[src/rtl/rtz_params.svh]
// constants of the return-to-zero coil controller: offsets, field positions,
// reset values and bridge/switch patterns
// assumes nothing; included by bare name where needed
`ifndef RTZ_PARAMS_SVH
`define RTZ_PARAMS_SVH

// ==================================================
// register map
`define RTZ_ADDR_W        3
`define RTZ_DATA_W        8
`define RTZ_CTL_OFFSET    3'h0
`define RTZ_ENA_OFFSET    3'h2
`define RTZ_CTL_RESET     8'h00
`define RTZ_ENA_RESET     8'h00
`define RTZ_CTL_WMASK     8'hF7
`define RTZ_ENA_WMASK     8'h80

// ==================================================
// field positions
`define RTZ_INTEG_BIT     7
`define RTZ_DRIVE_BIT     6
`define RTZ_RECIRC_BIT    5
`define RTZ_POL_BIT       4
`define RTZ_MOTOR_BIT     2
`define RTZ_STEP_HI       1
`define RTZ_STEP_LO       0
`define RTZ_RZEN_BIT      7

// ==================================================
// bridge gate patterns, bit n-1 is gate n
`define GATE_COS_POS      8'h09
`define GATE_COS_NEG      8'h06
`define GATE_SIN_POS      8'h90
`define GATE_SIN_NEG      8'h60
`define GATE_SIN_RC_HIGH  8'h50
`define GATE_SIN_RC_LOW   8'hA0
`define GATE_COS_RC_HIGH  8'h05
`define GATE_COS_RC_LOW   8'h0A
`define GATE_NONE         8'h00

// ==================================================
// routing switch patterns, bit n-1 is switch n
`define SW_S5_S8          8'h90
`define SW_S6_S7          8'h60
`define SW_S2_S3          8'h06
`define SW_S1_S4          8'h09
`define SW_NONE           8'h00

`endif

[src/rtl/rtz_pkg.sv]
// types shared by the coil controller and its decoder
// assumes the params header sits beside it
package rtz_pkg;

    // ==================================================
    // full step position
    typedef enum logic [1:0] {
        STEP_EAST  = 2'h0,
        STEP_NORTH = 2'h1,
        STEP_WEST  = 2'h2,
        STEP_SOUTH = 2'h3
    } step_t;

    // ==================================================
    // coil current direction
    typedef enum logic [1:0] {
        CUR_ZERO = 2'h0,
        CUR_POS  = 2'h1,
        CUR_NEG  = 2'h3
    } current_t;

endpackage

[src/rtl/rtz_decode_if.sv]
// carrier between the control register block and the coil decoder
// assumes rtz_pkg is compiled first
`timescale 1ns/1ps
interface rtz_decode_if;
    import rtz_pkg::*;

    logic     integSel;
    logic     driveEn;
    logic     recircLow;
    logic     polarity;
    step_t    step;
    logic     [7:0] gates;
    logic     [7:0] switches;
    current_t cosCur;
    current_t sinCur;

    // ==================================================
    // register side and decoder side
    modport ctl (output integSel, driveEn, recircLow, polarity, step,
                 input  gates, switches, cosCur, sinCur);
    modport dec (input  integSel, driveEn, recircLow, polarity, step,
                 output gates, switches, cosCur, sinCur);
endinterface

[src/rtl/stall_detect_coil_switch_decode.sv]
// return-to-zero control register and coil drive/routing decode for two
// stepper motors of a stall detector
// assumes a master that keeps strobes one cycle long and never overlapping
//
// Operation
// - integrate_sel set leaves the undriven coil floating, clear recirculates it.
// - integrate_sel clear holds converter reset, blanking, and clears the accumulator.
// - integrate_sel set routes undriven coil to reference and integrator inputs.
// - drive_coil_en set drives the step coil; clear turns its drivers off.
// - recirc_low_side zero recirculates on high side, one on low side.
// - node_polarity picks which undriven coil terminal feeds the integrator.
// - motor_select zero acts on motor A, one on motor B.
// - step_state 0..3 means east, north, west, south.
// - driven coil gate pairs: 00 1,4; 10 2,3; 01 5,8; 11 6,7.
// - blanking recirculation gates per step and recirc_low_side value.
// - integrating turns off undriven coil gates; no drive while integrating means all off.
// - integrate_sel clear opens all eight routing switches.
// - integrating closes the switch pair given by step and polarity.
// - each routing switch joins a fixed coil node to integrator or reference.
// - drive current is plus cosine, plus sine, minus cosine, minus sine.
// - bridge gates act only while return_zero_enable is set.
//
// The strobed register port was decided locally.
`timescale 1ns/1ps
`include "rtz_params.svh"
module stall_detect_coil_switch_decode (
    input  wire logic                     mclk,
    input  wire logic                     rst,
    input  wire logic [`RTZ_ADDR_W-1:0]   regAddr,
    input  wire logic [`RTZ_DATA_W-1:0]   regWrData,
    input  wire logic                     regWrite,
    input  wire logic                     regRead,
    output logic      [`RTZ_DATA_W-1:0]   regRdData,
    output logic      [1:0][7:0]          bridgeGate,
    output logic      [1:0][7:0]          routeSwitch,
    output rtz_pkg::current_t             cosineCurrent,
    output rtz_pkg::current_t             sineCurrent,
    output logic                          converterReset,
    output logic                          accumClear
);
    import rtz_pkg::*;

    // ==================================================
    // state
    logic [`RTZ_DATA_W-1:0] ctl_q;
    logic [`RTZ_DATA_W-1:0] ctl_d;
    logic [`RTZ_DATA_W-1:0] ena_q;
    logic [`RTZ_DATA_W-1:0] ena_d;
    logic [`RTZ_DATA_W-1:0] rd_q;
    logic [`RTZ_DATA_W-1:0] rd_d;
    logic [1:0][7:0]        gate_q;
    logic [1:0][7:0]        gate_d;
    logic [1:0][7:0]        sw_q;
    logic [1:0][7:0]        sw_d;
    current_t               cos_q;
    current_t               cos_d;
    current_t               sin_q;
    current_t               sin_d;
    logic                   cnvRst_q;
    logic                   cnvRst_d;

    logic                   rtzEn;
    logic                   motorSel;
    rtz_decode_if           dif ();

    // ==================================================
    // register file next values
    always_comb begin
        ctl_d = ctl_q;
        ena_d = ena_q;
        rd_d  = 8'h00;
        if (regWrite) begin
            if (regAddr == `RTZ_CTL_OFFSET) begin
                ctl_d = regWrData & `RTZ_CTL_WMASK;
            end else if (regAddr == `RTZ_ENA_OFFSET) begin
                ena_d = regWrData & `RTZ_ENA_WMASK;
            end
        end
        if (regRead) begin
            if (regAddr == `RTZ_CTL_OFFSET) begin
                rd_d = ctl_q;
            end else if (regAddr == `RTZ_ENA_OFFSET) begin
                rd_d = ena_q;
            end else begin
                rd_d = 8'h00; // unmapped reads as zero
            end
        end
    end

    // register file flip-flops
    always_ff @(posedge mclk) begin
        if (rst) begin
            ctl_q <= `RTZ_CTL_RESET;
            ena_q <= `RTZ_ENA_RESET;
            rd_q  <= 8'h00;
        end else begin
            ctl_q <= ctl_d;
            ena_q <= ena_d;
            rd_q  <= rd_d;
        end
    end

    assign regRdData = rd_q;

    // ==================================================
    // fields to the decoder
    assign dif.integSel  = ctl_q[`RTZ_INTEG_BIT];
    assign dif.driveEn   = ctl_q[`RTZ_DRIVE_BIT];
    assign dif.recircLow = ctl_q[`RTZ_RECIRC_BIT];
    assign dif.polarity  = ctl_q[`RTZ_POL_BIT];
    assign dif.step      = step_t'(ctl_q[`RTZ_STEP_HI:`RTZ_STEP_LO]);
    assign motorSel      = ctl_q[`RTZ_MOTOR_BIT];
    assign rtzEn         = ena_q[`RTZ_RZEN_BIT];

    rtz_coil_decode u_decode (
        .dif (dif.dec)
    );

    // ==================================================
    // per-motor steering of the decoded patterns
    generate
        for (genvar m = 0; m < 2; m++) begin : g_motor
            always_comb begin
                gate_d[m] = `GATE_NONE;
                sw_d[m]   = `SW_NONE;
                if (motorSel == 1'(m)) begin
                    // bridges released unless return to zero is on
                    gate_d[m] = rtzEn ? dif.gates : `GATE_NONE;
                    // routing follows integrate_sel regardless of enable
                    sw_d[m]   = dif.switches;
                end
            end
        end
    endgenerate

    // converter and current indication next values
    always_comb begin
        cnvRst_d = ~dif.integSel;
        cos_d    = rtzEn ? dif.cosCur : CUR_ZERO;
        sin_d    = rtzEn ? dif.sinCur : CUR_ZERO;
    end

    // output flip-flops
    always_ff @(posedge mclk) begin
        if (rst) begin
            gate_q   <= '0;
            sw_q     <= '0;
            cos_q    <= CUR_ZERO;
            sin_q    <= CUR_ZERO;
            cnvRst_q <= 1'b1;
        end else begin
            gate_q   <= gate_d;
            sw_q     <= sw_d;
            cos_q    <= cos_d;
            sin_q    <= sin_d;
            cnvRst_q <= cnvRst_d;
        end
    end

    assign bridgeGate     = gate_q;
    assign routeSwitch    = sw_q;
    assign cosineCurrent  = cos_q;
    assign sineCurrent    = sin_q;
    assign converterReset = cnvRst_q;
    assign accumClear     = cnvRst_q;

    // ==================================================
    // assertions

    // converter reset and accumulator clear follow integrate_sel
    a_conv_reset_blank: assert property (@(posedge mclk) disable iff (rst)
        !$past(ctl_q[`RTZ_INTEG_BIT]) |-> converterReset && accumClear)
        else $error("converter not held in reset during blanking");

    // no bridge gate while return to zero is off
    a_gate_idle_off: assert property (@(posedge mclk) disable iff (rst)
        !ena_q[`RTZ_RZEN_BIT] |=> bridgeGate == '0)
        else $error("bridge gates on without return to zero");

    // all switches open while blanking
    a_switch_blank_open: assert property (@(posedge mclk) disable iff (rst)
        !ctl_q[`RTZ_INTEG_BIT] |=> routeSwitch == '0)
        else $error("routing switch closed during blanking");

    // integration closes exactly two switches on the selected motor only
    a_switch_pair_count: assert property (@(posedge mclk) disable iff (rst)
        ctl_q[`RTZ_INTEG_BIT] |=>
        $countones(routeSwitch[$past(ctl_q[`RTZ_MOTOR_BIT])]) == 2 &&
        routeSwitch[~$past(ctl_q[`RTZ_MOTOR_BIT])] == 8'h00)
        else $error("integration switch pair wrong");

    // east step with drive on motor A turns on gates 1 and 4
    a_drive_east_pair: assert property (@(posedge mclk) disable iff (rst)
        ena_q[`RTZ_RZEN_BIT] && ctl_q[`RTZ_DRIVE_BIT] && !ctl_q[`RTZ_MOTOR_BIT]
        && ctl_q[1:0] == 2'h0 |=> bridgeGate[0][0] && bridgeGate[0][3]
        && !bridgeGate[0][1] && !bridgeGate[0][2])
        else $error("east drive gate pair wrong");

    // integrating without drive leaves every gate off
    a_integ_all_off: assert property (@(posedge mclk) disable iff (rst)
        ctl_q[`RTZ_INTEG_BIT] && !ctl_q[`RTZ_DRIVE_BIT] |=> bridgeGate == '0)
        else $error("gates on while integrating without drive");

    // low side recirculation on motor B, sine coil undriven
    a_recirc_low_side: assert property (@(posedge mclk) disable iff (rst)
        ena_q[`RTZ_RZEN_BIT] && !ctl_q[`RTZ_INTEG_BIT] && ctl_q[`RTZ_RECIRC_BIT]
        && ctl_q[`RTZ_MOTOR_BIT] && !ctl_q[0] |=>
        (bridgeGate[1] & 8'hF0) == 8'hA0 && bridgeGate[0] == 8'h00)
        else $error("low side recirculation gates wrong");

    // coil currents zero without drive
    a_current_no_drive: assert property (@(posedge mclk) disable iff (rst)
        !ctl_q[`RTZ_DRIVE_BIT] |=> cosineCurrent == CUR_ZERO && sineCurrent == CUR_ZERO)
        else $error("coil current without drive");

    // control register read back, bit 3 zero
    a_ctl_readback: assert property (@(posedge mclk) disable iff (rst)
        regWrite && regAddr == `RTZ_CTL_OFFSET ##1 regRead && regAddr == `RTZ_CTL_OFFSET
        |=> regRdData == ($past(regWrData, 2) & 8'hF7))
        else $error("control readback mismatch");

    // read data only in the cycle after a read strobe
    a_read_data_idle: assert property (@(posedge mclk) disable iff (rst)
        !regRead |=> regRdData == 8'h00)
        else $error("read data outside read cycle");

    // integrating releases converter and accumulator
    a_conv_run_integ: assert property (@(posedge mclk) disable iff (rst)
        ctl_q[`RTZ_INTEG_BIT] |=> !converterReset && !accumClear)
        else $error("converter held in reset while integrating");

    // north step drive on motor A turns on gates 5 and 8
    a_drive_north_pair: assert property (@(posedge mclk) disable iff (rst)
        ena_q[`RTZ_RZEN_BIT] && ctl_q[`RTZ_DRIVE_BIT] && !ctl_q[`RTZ_MOTOR_BIT] && ctl_q[1:0] == 2'h1
        |=> (bridgeGate[0] & 8'hF0) == 8'h90)
        else $error("north drive gate pair wrong");

    // west step drive on motor B turns on gates 2 and 3
    a_drive_west_pair: assert property (@(posedge mclk) disable iff (rst)
        ena_q[`RTZ_RZEN_BIT] && ctl_q[`RTZ_DRIVE_BIT] && ctl_q[`RTZ_MOTOR_BIT] && ctl_q[1:0] == 2'h2
        |=> (bridgeGate[1] & 8'h0F) == 8'h06)
        else $error("west drive gate pair wrong");

    // south step drive on motor A turns on gates 6 and 7
    a_drive_south_pair: assert property (@(posedge mclk) disable iff (rst)
        ena_q[`RTZ_RZEN_BIT] && ctl_q[`RTZ_DRIVE_BIT] && !ctl_q[`RTZ_MOTOR_BIT] && ctl_q[1:0] == 2'h3
        |=> (bridgeGate[0] & 8'hF0) == 8'h60)
        else $error("south drive gate pair wrong");

    // high side recirculation of the cosine coil on motor A
    a_recirc_high_side: assert property (@(posedge mclk) disable iff (rst)
        ena_q[`RTZ_RZEN_BIT] && !ctl_q[`RTZ_INTEG_BIT] && !ctl_q[`RTZ_RECIRC_BIT] && !ctl_q[`RTZ_MOTOR_BIT]
        && ctl_q[0] |=> (bridgeGate[0] & 8'h0F) == 8'h05)
        else $error("high side recirculation gates wrong");

    // integrating leaves the undriven sine coil without any gate
    a_integ_sine_off: assert property (@(posedge mclk) disable iff (rst)
        ctl_q[`RTZ_INTEG_BIT] && !ctl_q[0] |=> ((bridgeGate[0] | bridgeGate[1]) & 8'hF0) == 8'h00)
        else $error("undriven coil gated while integrating");

    // drive clear turns off the cosine coil on even steps
    a_drive_off_cos: assert property (@(posedge mclk) disable iff (rst)
        !ctl_q[`RTZ_DRIVE_BIT] && !ctl_q[0] |=> ((bridgeGate[0] | bridgeGate[1]) & 8'h0F) == 8'h00)
        else $error("driven coil gated with drive clear");

    // motor B untouched while motor A is selected
    a_motor_b_idle: assert property (@(posedge mclk) disable iff (rst)
        !ctl_q[`RTZ_MOTOR_BIT] |=> bridgeGate[1] == 8'h00 && routeSwitch[1] == 8'h00)
        else $error("motor B active while not selected");

    // motor A untouched while motor B is selected
    a_motor_a_idle: assert property (@(posedge mclk) disable iff (rst)
        ctl_q[`RTZ_MOTOR_BIT] |=> bridgeGate[0] == 8'h00 && routeSwitch[0] == 8'h00)
        else $error("motor A active while not selected");

    // east step, polarity zero: switches 5 and 8 on motor A
    a_switch_east_pair: assert property (@(posedge mclk) disable iff (rst)
        ctl_q[`RTZ_INTEG_BIT] && !ctl_q[`RTZ_MOTOR_BIT] && ctl_q[1:0] == 2'h0 && !ctl_q[`RTZ_POL_BIT]
        |=> routeSwitch[0] == 8'h90)
        else $error("east switch pair wrong");

    // north step, polarity one: switches 1 and 4 on motor B
    a_switch_north_pair: assert property (@(posedge mclk) disable iff (rst)
        ctl_q[`RTZ_INTEG_BIT] && ctl_q[`RTZ_MOTOR_BIT] && ctl_q[1:0] == 2'h1 && ctl_q[`RTZ_POL_BIT]
        |=> routeSwitch[1] == 8'h09)
        else $error("north switch pair wrong");

    // west step, polarity zero: switches 6 and 7 on motor B
    a_switch_west_pair: assert property (@(posedge mclk) disable iff (rst)
        ctl_q[`RTZ_INTEG_BIT] && ctl_q[`RTZ_MOTOR_BIT] && ctl_q[1:0] == 2'h2 && !ctl_q[`RTZ_POL_BIT]
        |=> routeSwitch[1] == 8'h60)
        else $error("west switch pair wrong");

    // east step drive gives positive cosine current only
    a_current_cos_pos: assert property (@(posedge mclk) disable iff (rst)
        ena_q[`RTZ_RZEN_BIT] && ctl_q[`RTZ_DRIVE_BIT] && ctl_q[1:0] == 2'h0
        |=> cosineCurrent == CUR_POS && sineCurrent == CUR_ZERO)
        else $error("east step current wrong");

    // south step drive gives negative sine current only
    a_current_sin_neg: assert property (@(posedge mclk) disable iff (rst)
        ena_q[`RTZ_RZEN_BIT] && ctl_q[`RTZ_DRIVE_BIT] && ctl_q[1:0] == 2'h3
        |=> sineCurrent == CUR_NEG && cosineCurrent == CUR_ZERO)
        else $error("south step current wrong");

    // no coil current while return to zero is off
    a_current_idle_off: assert property (@(posedge mclk) disable iff (rst)
        !ena_q[`RTZ_RZEN_BIT] |=> cosineCurrent == CUR_ZERO && sineCurrent == CUR_ZERO)
        else $error("coil current without return to zero");

    // unimplemented control bit always reads zero
    a_ctl_bit3_zero: assert property (@(posedge mclk) disable iff (rst)
        regRead && regAddr == `RTZ_CTL_OFFSET |=> !regRdData[3])
        else $error("control bit 3 reads one");

endmodule

[src/rtl/rtz_coil_decode.sv]
// combinational decoder from control fields to bridge gates, routing
// switches and coil currents of one motor
// assumes the caller gates gates and currents with enable, and gates and switches with motor selection
`timescale 1ns/1ps
`include "rtz_params.svh"
module rtz_coil_decode (
    rtz_decode_if.dec dif
);
    import rtz_pkg::*;

    logic [7:0] driveMask;
    logic [7:0] recircMask;

    // ==================================================
    // gate patterns of the driven and the undriven coil
    always_comb begin
        case (dif.step)
            STEP_EAST:  driveMask = `GATE_COS_POS;
            STEP_NORTH: driveMask = `GATE_SIN_POS;
            STEP_WEST:  driveMask = `GATE_COS_NEG;
            default:    driveMask = `GATE_SIN_NEG;
        endcase
        // cosine driven on even steps, so the sine coil recirculates
        if (!dif.step[0]) begin
            recircMask = dif.recircLow ? `GATE_SIN_RC_LOW : `GATE_SIN_RC_HIGH;
        end else begin
            recircMask = dif.recircLow ? `GATE_COS_RC_LOW : `GATE_COS_RC_HIGH;
        end
        // undriven coil off while integrating, driven coil only if enabled
        dif.gates = (dif.driveEn ? driveMask : `GATE_NONE)
                  | (dif.integSel ? `GATE_NONE : recircMask);
    end

    // ==================================================
    // routing of the undriven coil to integrator and reference
    always_comb begin
        dif.switches = `SW_NONE;
        if (dif.integSel) begin
            case (dif.step)
                STEP_EAST:  dif.switches = dif.polarity ? `SW_S6_S7 : `SW_S5_S8;
                STEP_NORTH: dif.switches = dif.polarity ? `SW_S1_S4 : `SW_S2_S3;
                STEP_WEST:  dif.switches = dif.polarity ? `SW_S5_S8 : `SW_S6_S7;
                default:    dif.switches = dif.polarity ? `SW_S2_S3 : `SW_S1_S4;
            endcase
        end
    end

    // ==================================================
    // coil current directions
    always_comb begin
        dif.cosCur = CUR_ZERO;
        dif.sinCur = CUR_ZERO;
        if (dif.driveEn) begin
            case (dif.step)
                STEP_EAST:  dif.cosCur = CUR_POS;
                STEP_NORTH: dif.sinCur = CUR_POS;
                STEP_WEST:  dif.cosCur = CUR_NEG;
                default:    dif.sinCur = CUR_NEG;
            endcase
        end
    end

endmodule

[config.mk]
export PLATFORM = sky130hd
export DESIGN_NAME = stall_detect_coil_switch_decode
export DESIGN_NICKNAME = d
export VERILOG_FILES = /design/src/rtl/rtz_pkg.sv /design/src/rtl/rtz_decode_if.sv /design/src/rtl/stall_detect_coil_switch_decode.sv /design/src/rtl/rtz_coil_decode.sv
export VERILOG_INCLUDE_DIRS = /design/src /design/src/rtl
export SDC_FILE = /design/constraint.sdc
export NUM_CORES = 1
export LEC_CHECK = 0
export BUFFER_PORTS_ARGS = -buffer_cell sky130_fd_sc_hd__buf_2
export CAP_MARGIN = 20
export CORE_MARGIN = 5
export CORE_UTILIZATION = 40
export CTS_CLUSTER_DIAMETER = 30
export DETAILED_ROUTE_END_ITERATION = 8
export GPL_TIMING_DRIVEN = 0
export PLACE_DENSITY = 0.65
export RECOVER_POWER = 100
export SKIP_LAST_GASP = 1
export SYNTH_ARGS = -nofsm -noshare
export SYNTH_HDL_FRONTEND = slang
export SYNTH_SLANG_ARGS = --single-unit
export TNS_END_PERCENT = 1
[constraint.sdc]
create_clock -name mclk -period 1.2 [get_ports mclk]
set_input_delay 0.12 -clock mclk [delete_from_list [all_inputs] [get_ports mclk]]
set_output_delay 0.12 -clock mclk [all_outputs]
set_load 0.02 [all_outputs]
==> out/metrics.cfg <==
[setup_path]
reg2reg_to = bridgeGate[12]
crit_path_start = ctl_q[7]
setup.worst_path.end_class = register
worstPathRequired_ps = 1420
critPathMaxFanout = 8
arrival_ps = 1380
r2r_cells = 2
start_kind = register
r2r_setup_slack_ps = 30
crit_type = register to register
endpoint = bridgeGate[12]
r2r_start = ctl_q[7]
cp_slowest_cell = or4b_4
cp_slowest_stage_delay_ps = 530
cp_cell_sequence = or4b_4 > a21oi_1

[cells_and_area]
final_nets = 222
design_area_sq_um = 1960
layout_common_cells = clkbuf_1 (48), dfxtp_1 (43), nand2b_1 (16), buf_2 (15), a21oi_1 (15)
utilization_pct = 52.6
area_growth_pct = 25.0
layout-drive-gt1-share_pct = 21.2
fin_cells = 256
multi_input_area_sq_um = 543
antenna_cells = 0
layout_commonest_cell = clkbuf_1
ff_latch_area_sq_um = 882
nFillCells = 378

[timing]
whs_ps = 82.6
timing.final.crit_share_pct = 97.2
drv_slew = 0
setup_ws_ps = 34.0
hold_viol_final = 0
fmax_mhz = 858
min_period_ps = 1170
skew_ps = 6.07
rsz0062_at_grt = yes
setup-tns-final_ps = 0
setup_viol = 0

[place]
post-dp-hpwl_um = 2440
port_buffers = 57
place_ws_ps = -85.4
placedInstanceArea_sq_um = 1910
place.gp.congestion = 0.775
dp.cells = 248

[synth]
syn_area_per_cell_sq_um = 10.9
syn_nets = 158
syn_inst = 143
ys_types = 23
syn_area_sq_um = 1560
ys_seq_elements = 44
ys_seq_area_share_pct = 56.3
ys_warn_count = 0

[min_path]
worstHoldPathType = input pin to register

[pwr]
intPower_mw = 2.13
power_mw = 2.67
seqPwrFrac_pct = 55.2
power_switching_mw = 0.538
power_frac_clock_pct = 40.6
switching_share_pct = 20.1
leakage_nw = 0.709
p_per_area_nw_per_um2 = 1370
power_frac_comb_pct = 4.2
max-vdd-ir-drop_uv = 585

[drt]
drt_iter0_drc = 49
detail_route.wl_per_cell_um = 12.6
via_per_inst = 4.52
wl_um = 3240
route.detailed.drc = 0
ant_nets = 0
num_vias = 1157
dr.pass1.iters = 3

[clock_network]
clock_latency_ps = 290
cts_tree = yes
numCtsBuffers = 5
cts_setup_buffers = 0
root_buffer = clkbuf_8
htree_levels = 2
clk_path_buf_depth = 2
clock-sinks = 44
clk_pin_slew_worst_paths_ps = 80

[grt]
grt_pass1_wl_um = 5220
grtUsageTotal_pct = 12.7
grt_max_degree = 15
antenna_found_initial = 0
grt_pass1_vias = 1171
grt_overflow_total = 0

[floorplanning]
fp.dieW_um = 72.5
io_pins = 61
start_util_pct = 42.1
die-area_sq_um = 5260
rows = 22
core-area_sq_um = 3720
die_h_um = 72.5

[flow_run]
max-cap-violations = 0

[status]
status = complete, no violations

## registers in the layout, summed over array words and instances, names as in the netlist
signal / flops
accumClear: 1
bridgeGate: 16
cosineCurrent: 2
ctl_q: 7
ena_q: 1
regRdData: 7
routeSwitch: 8
sineCurrent: 2
## synth_stat cells
cell type / count / area share (%)
and4bb_2: 1 / 0.80
nor3b_2: 5 / 4.0
dfxtp_1: 44 / 56
xnor2_1: 1 / 0.56
nor4b_1: 1 / 0.56
or4b_1: 2 / 1.3
buf_2: 4 / 1.3
xor2_1: 1 / 0.56
or2_2: 1 / 0.40
nand2b_1: 16 / 6.4
nor2_1: 3 / 0.72
nand2_1: 2 / 0.48
mux2i_1: 9 / 5.8
nand4bb_1: 3 / 2.2
inv_1: 1 / 0.24
nand4_1: 1 / 0.40
nor3_1: 11 / 3.5
buf_6: 1 / 0.72
conb_1: 1 / 0.24
buf_4: 11 / 5.3
clkbuf_1: 4 / 0.96
a21oi_1: 16 / 5.1
nand4b_1: 4 / 2.2
## worst max-delay path: cells and delay by family (launching register included)
| family | cells | cell delay (ps) |
|---|---|---|
| DFF | 1 | 390 |
| and+or+nand+nor | 1 | 530 |
| AOI/OAI and AO/OA | 1 | 170 |
## cell type report
cell class / instances / area share, %
inverter: 1 / 0.192
clock buffer: 5 / 3.52
clock inverter: 3 / 2.18
tap: 48 / 3.07
buffer: 20 / 6.46
multi-input combinational: 78 / 27.8
sequential: 44 / 45.1
timing repair buffer: 57 / 11.7
## metal layers
| metal | track usage [%] | vias up | share of wire [%] |
|---|---|---|---|
| met5 | 0 | - | 0 |
| met4 | 7.17 | 0 | 1.8 |
| met3 | 3.19 | 5 | 7.8 |
| met2 | 21.5 | 38 | 49 |
| met1 | 14.3 | 509 | 42 |
| li1 | - | 605 | - |
## cells by family (layout without fill, tap and decap cells)
family / after synthesis / count (layout) / synth area share (%)
muxes: 9 / 9 / 5.76
other: 1 / 1 / 0.240
AOI/OAI and AO/OA: 16 / 16 / 5.12
xor gates and xnor gates: 2 / 2 / 1.12
buffers and inverters: 21 / 86 / 8.48
DFF: 44 / 44 / 56.3
and+or+nand+nor: 50 / 50 / 23.0
## power groups by stage
stage	Clock (mW)	Combinational [mW]	Sequential, mW
2_1_floorplan	0	0.0750	1.51
3_5_place_dp	0	0.116	1.51
5_1_grt	1.17	0.125	1.48
3_3_place_gp	0	0.113	1.51
6_report	1.09	0.113	1.47
4_1_cts	1.11	0.117	1.47
## what timing repair did
item	in CTS	in global routing
pin swaps	0	0
hold buffers	0	0
resized for setup	2	5
setup endpoints to repair	16	6
## worst min path at each step
stage,start,endpoint,slack (ps),cells after the start
2_1_floorplan,regWrData[0],ctl_q[0],280,2
3_3_place_gp,regWrData[1],ctl_q[1],380,3
3_5_place_dp,regWrData[1],ctl_q[1],390,3
4_1_cts,regWrData[1],ctl_q[1],70,3
5_1_grt,regWrData[1],ctl_q[1],90,3
6_report,regWrData[1],ctl_q[1],80,3
(Power assumes the default switching activity.)
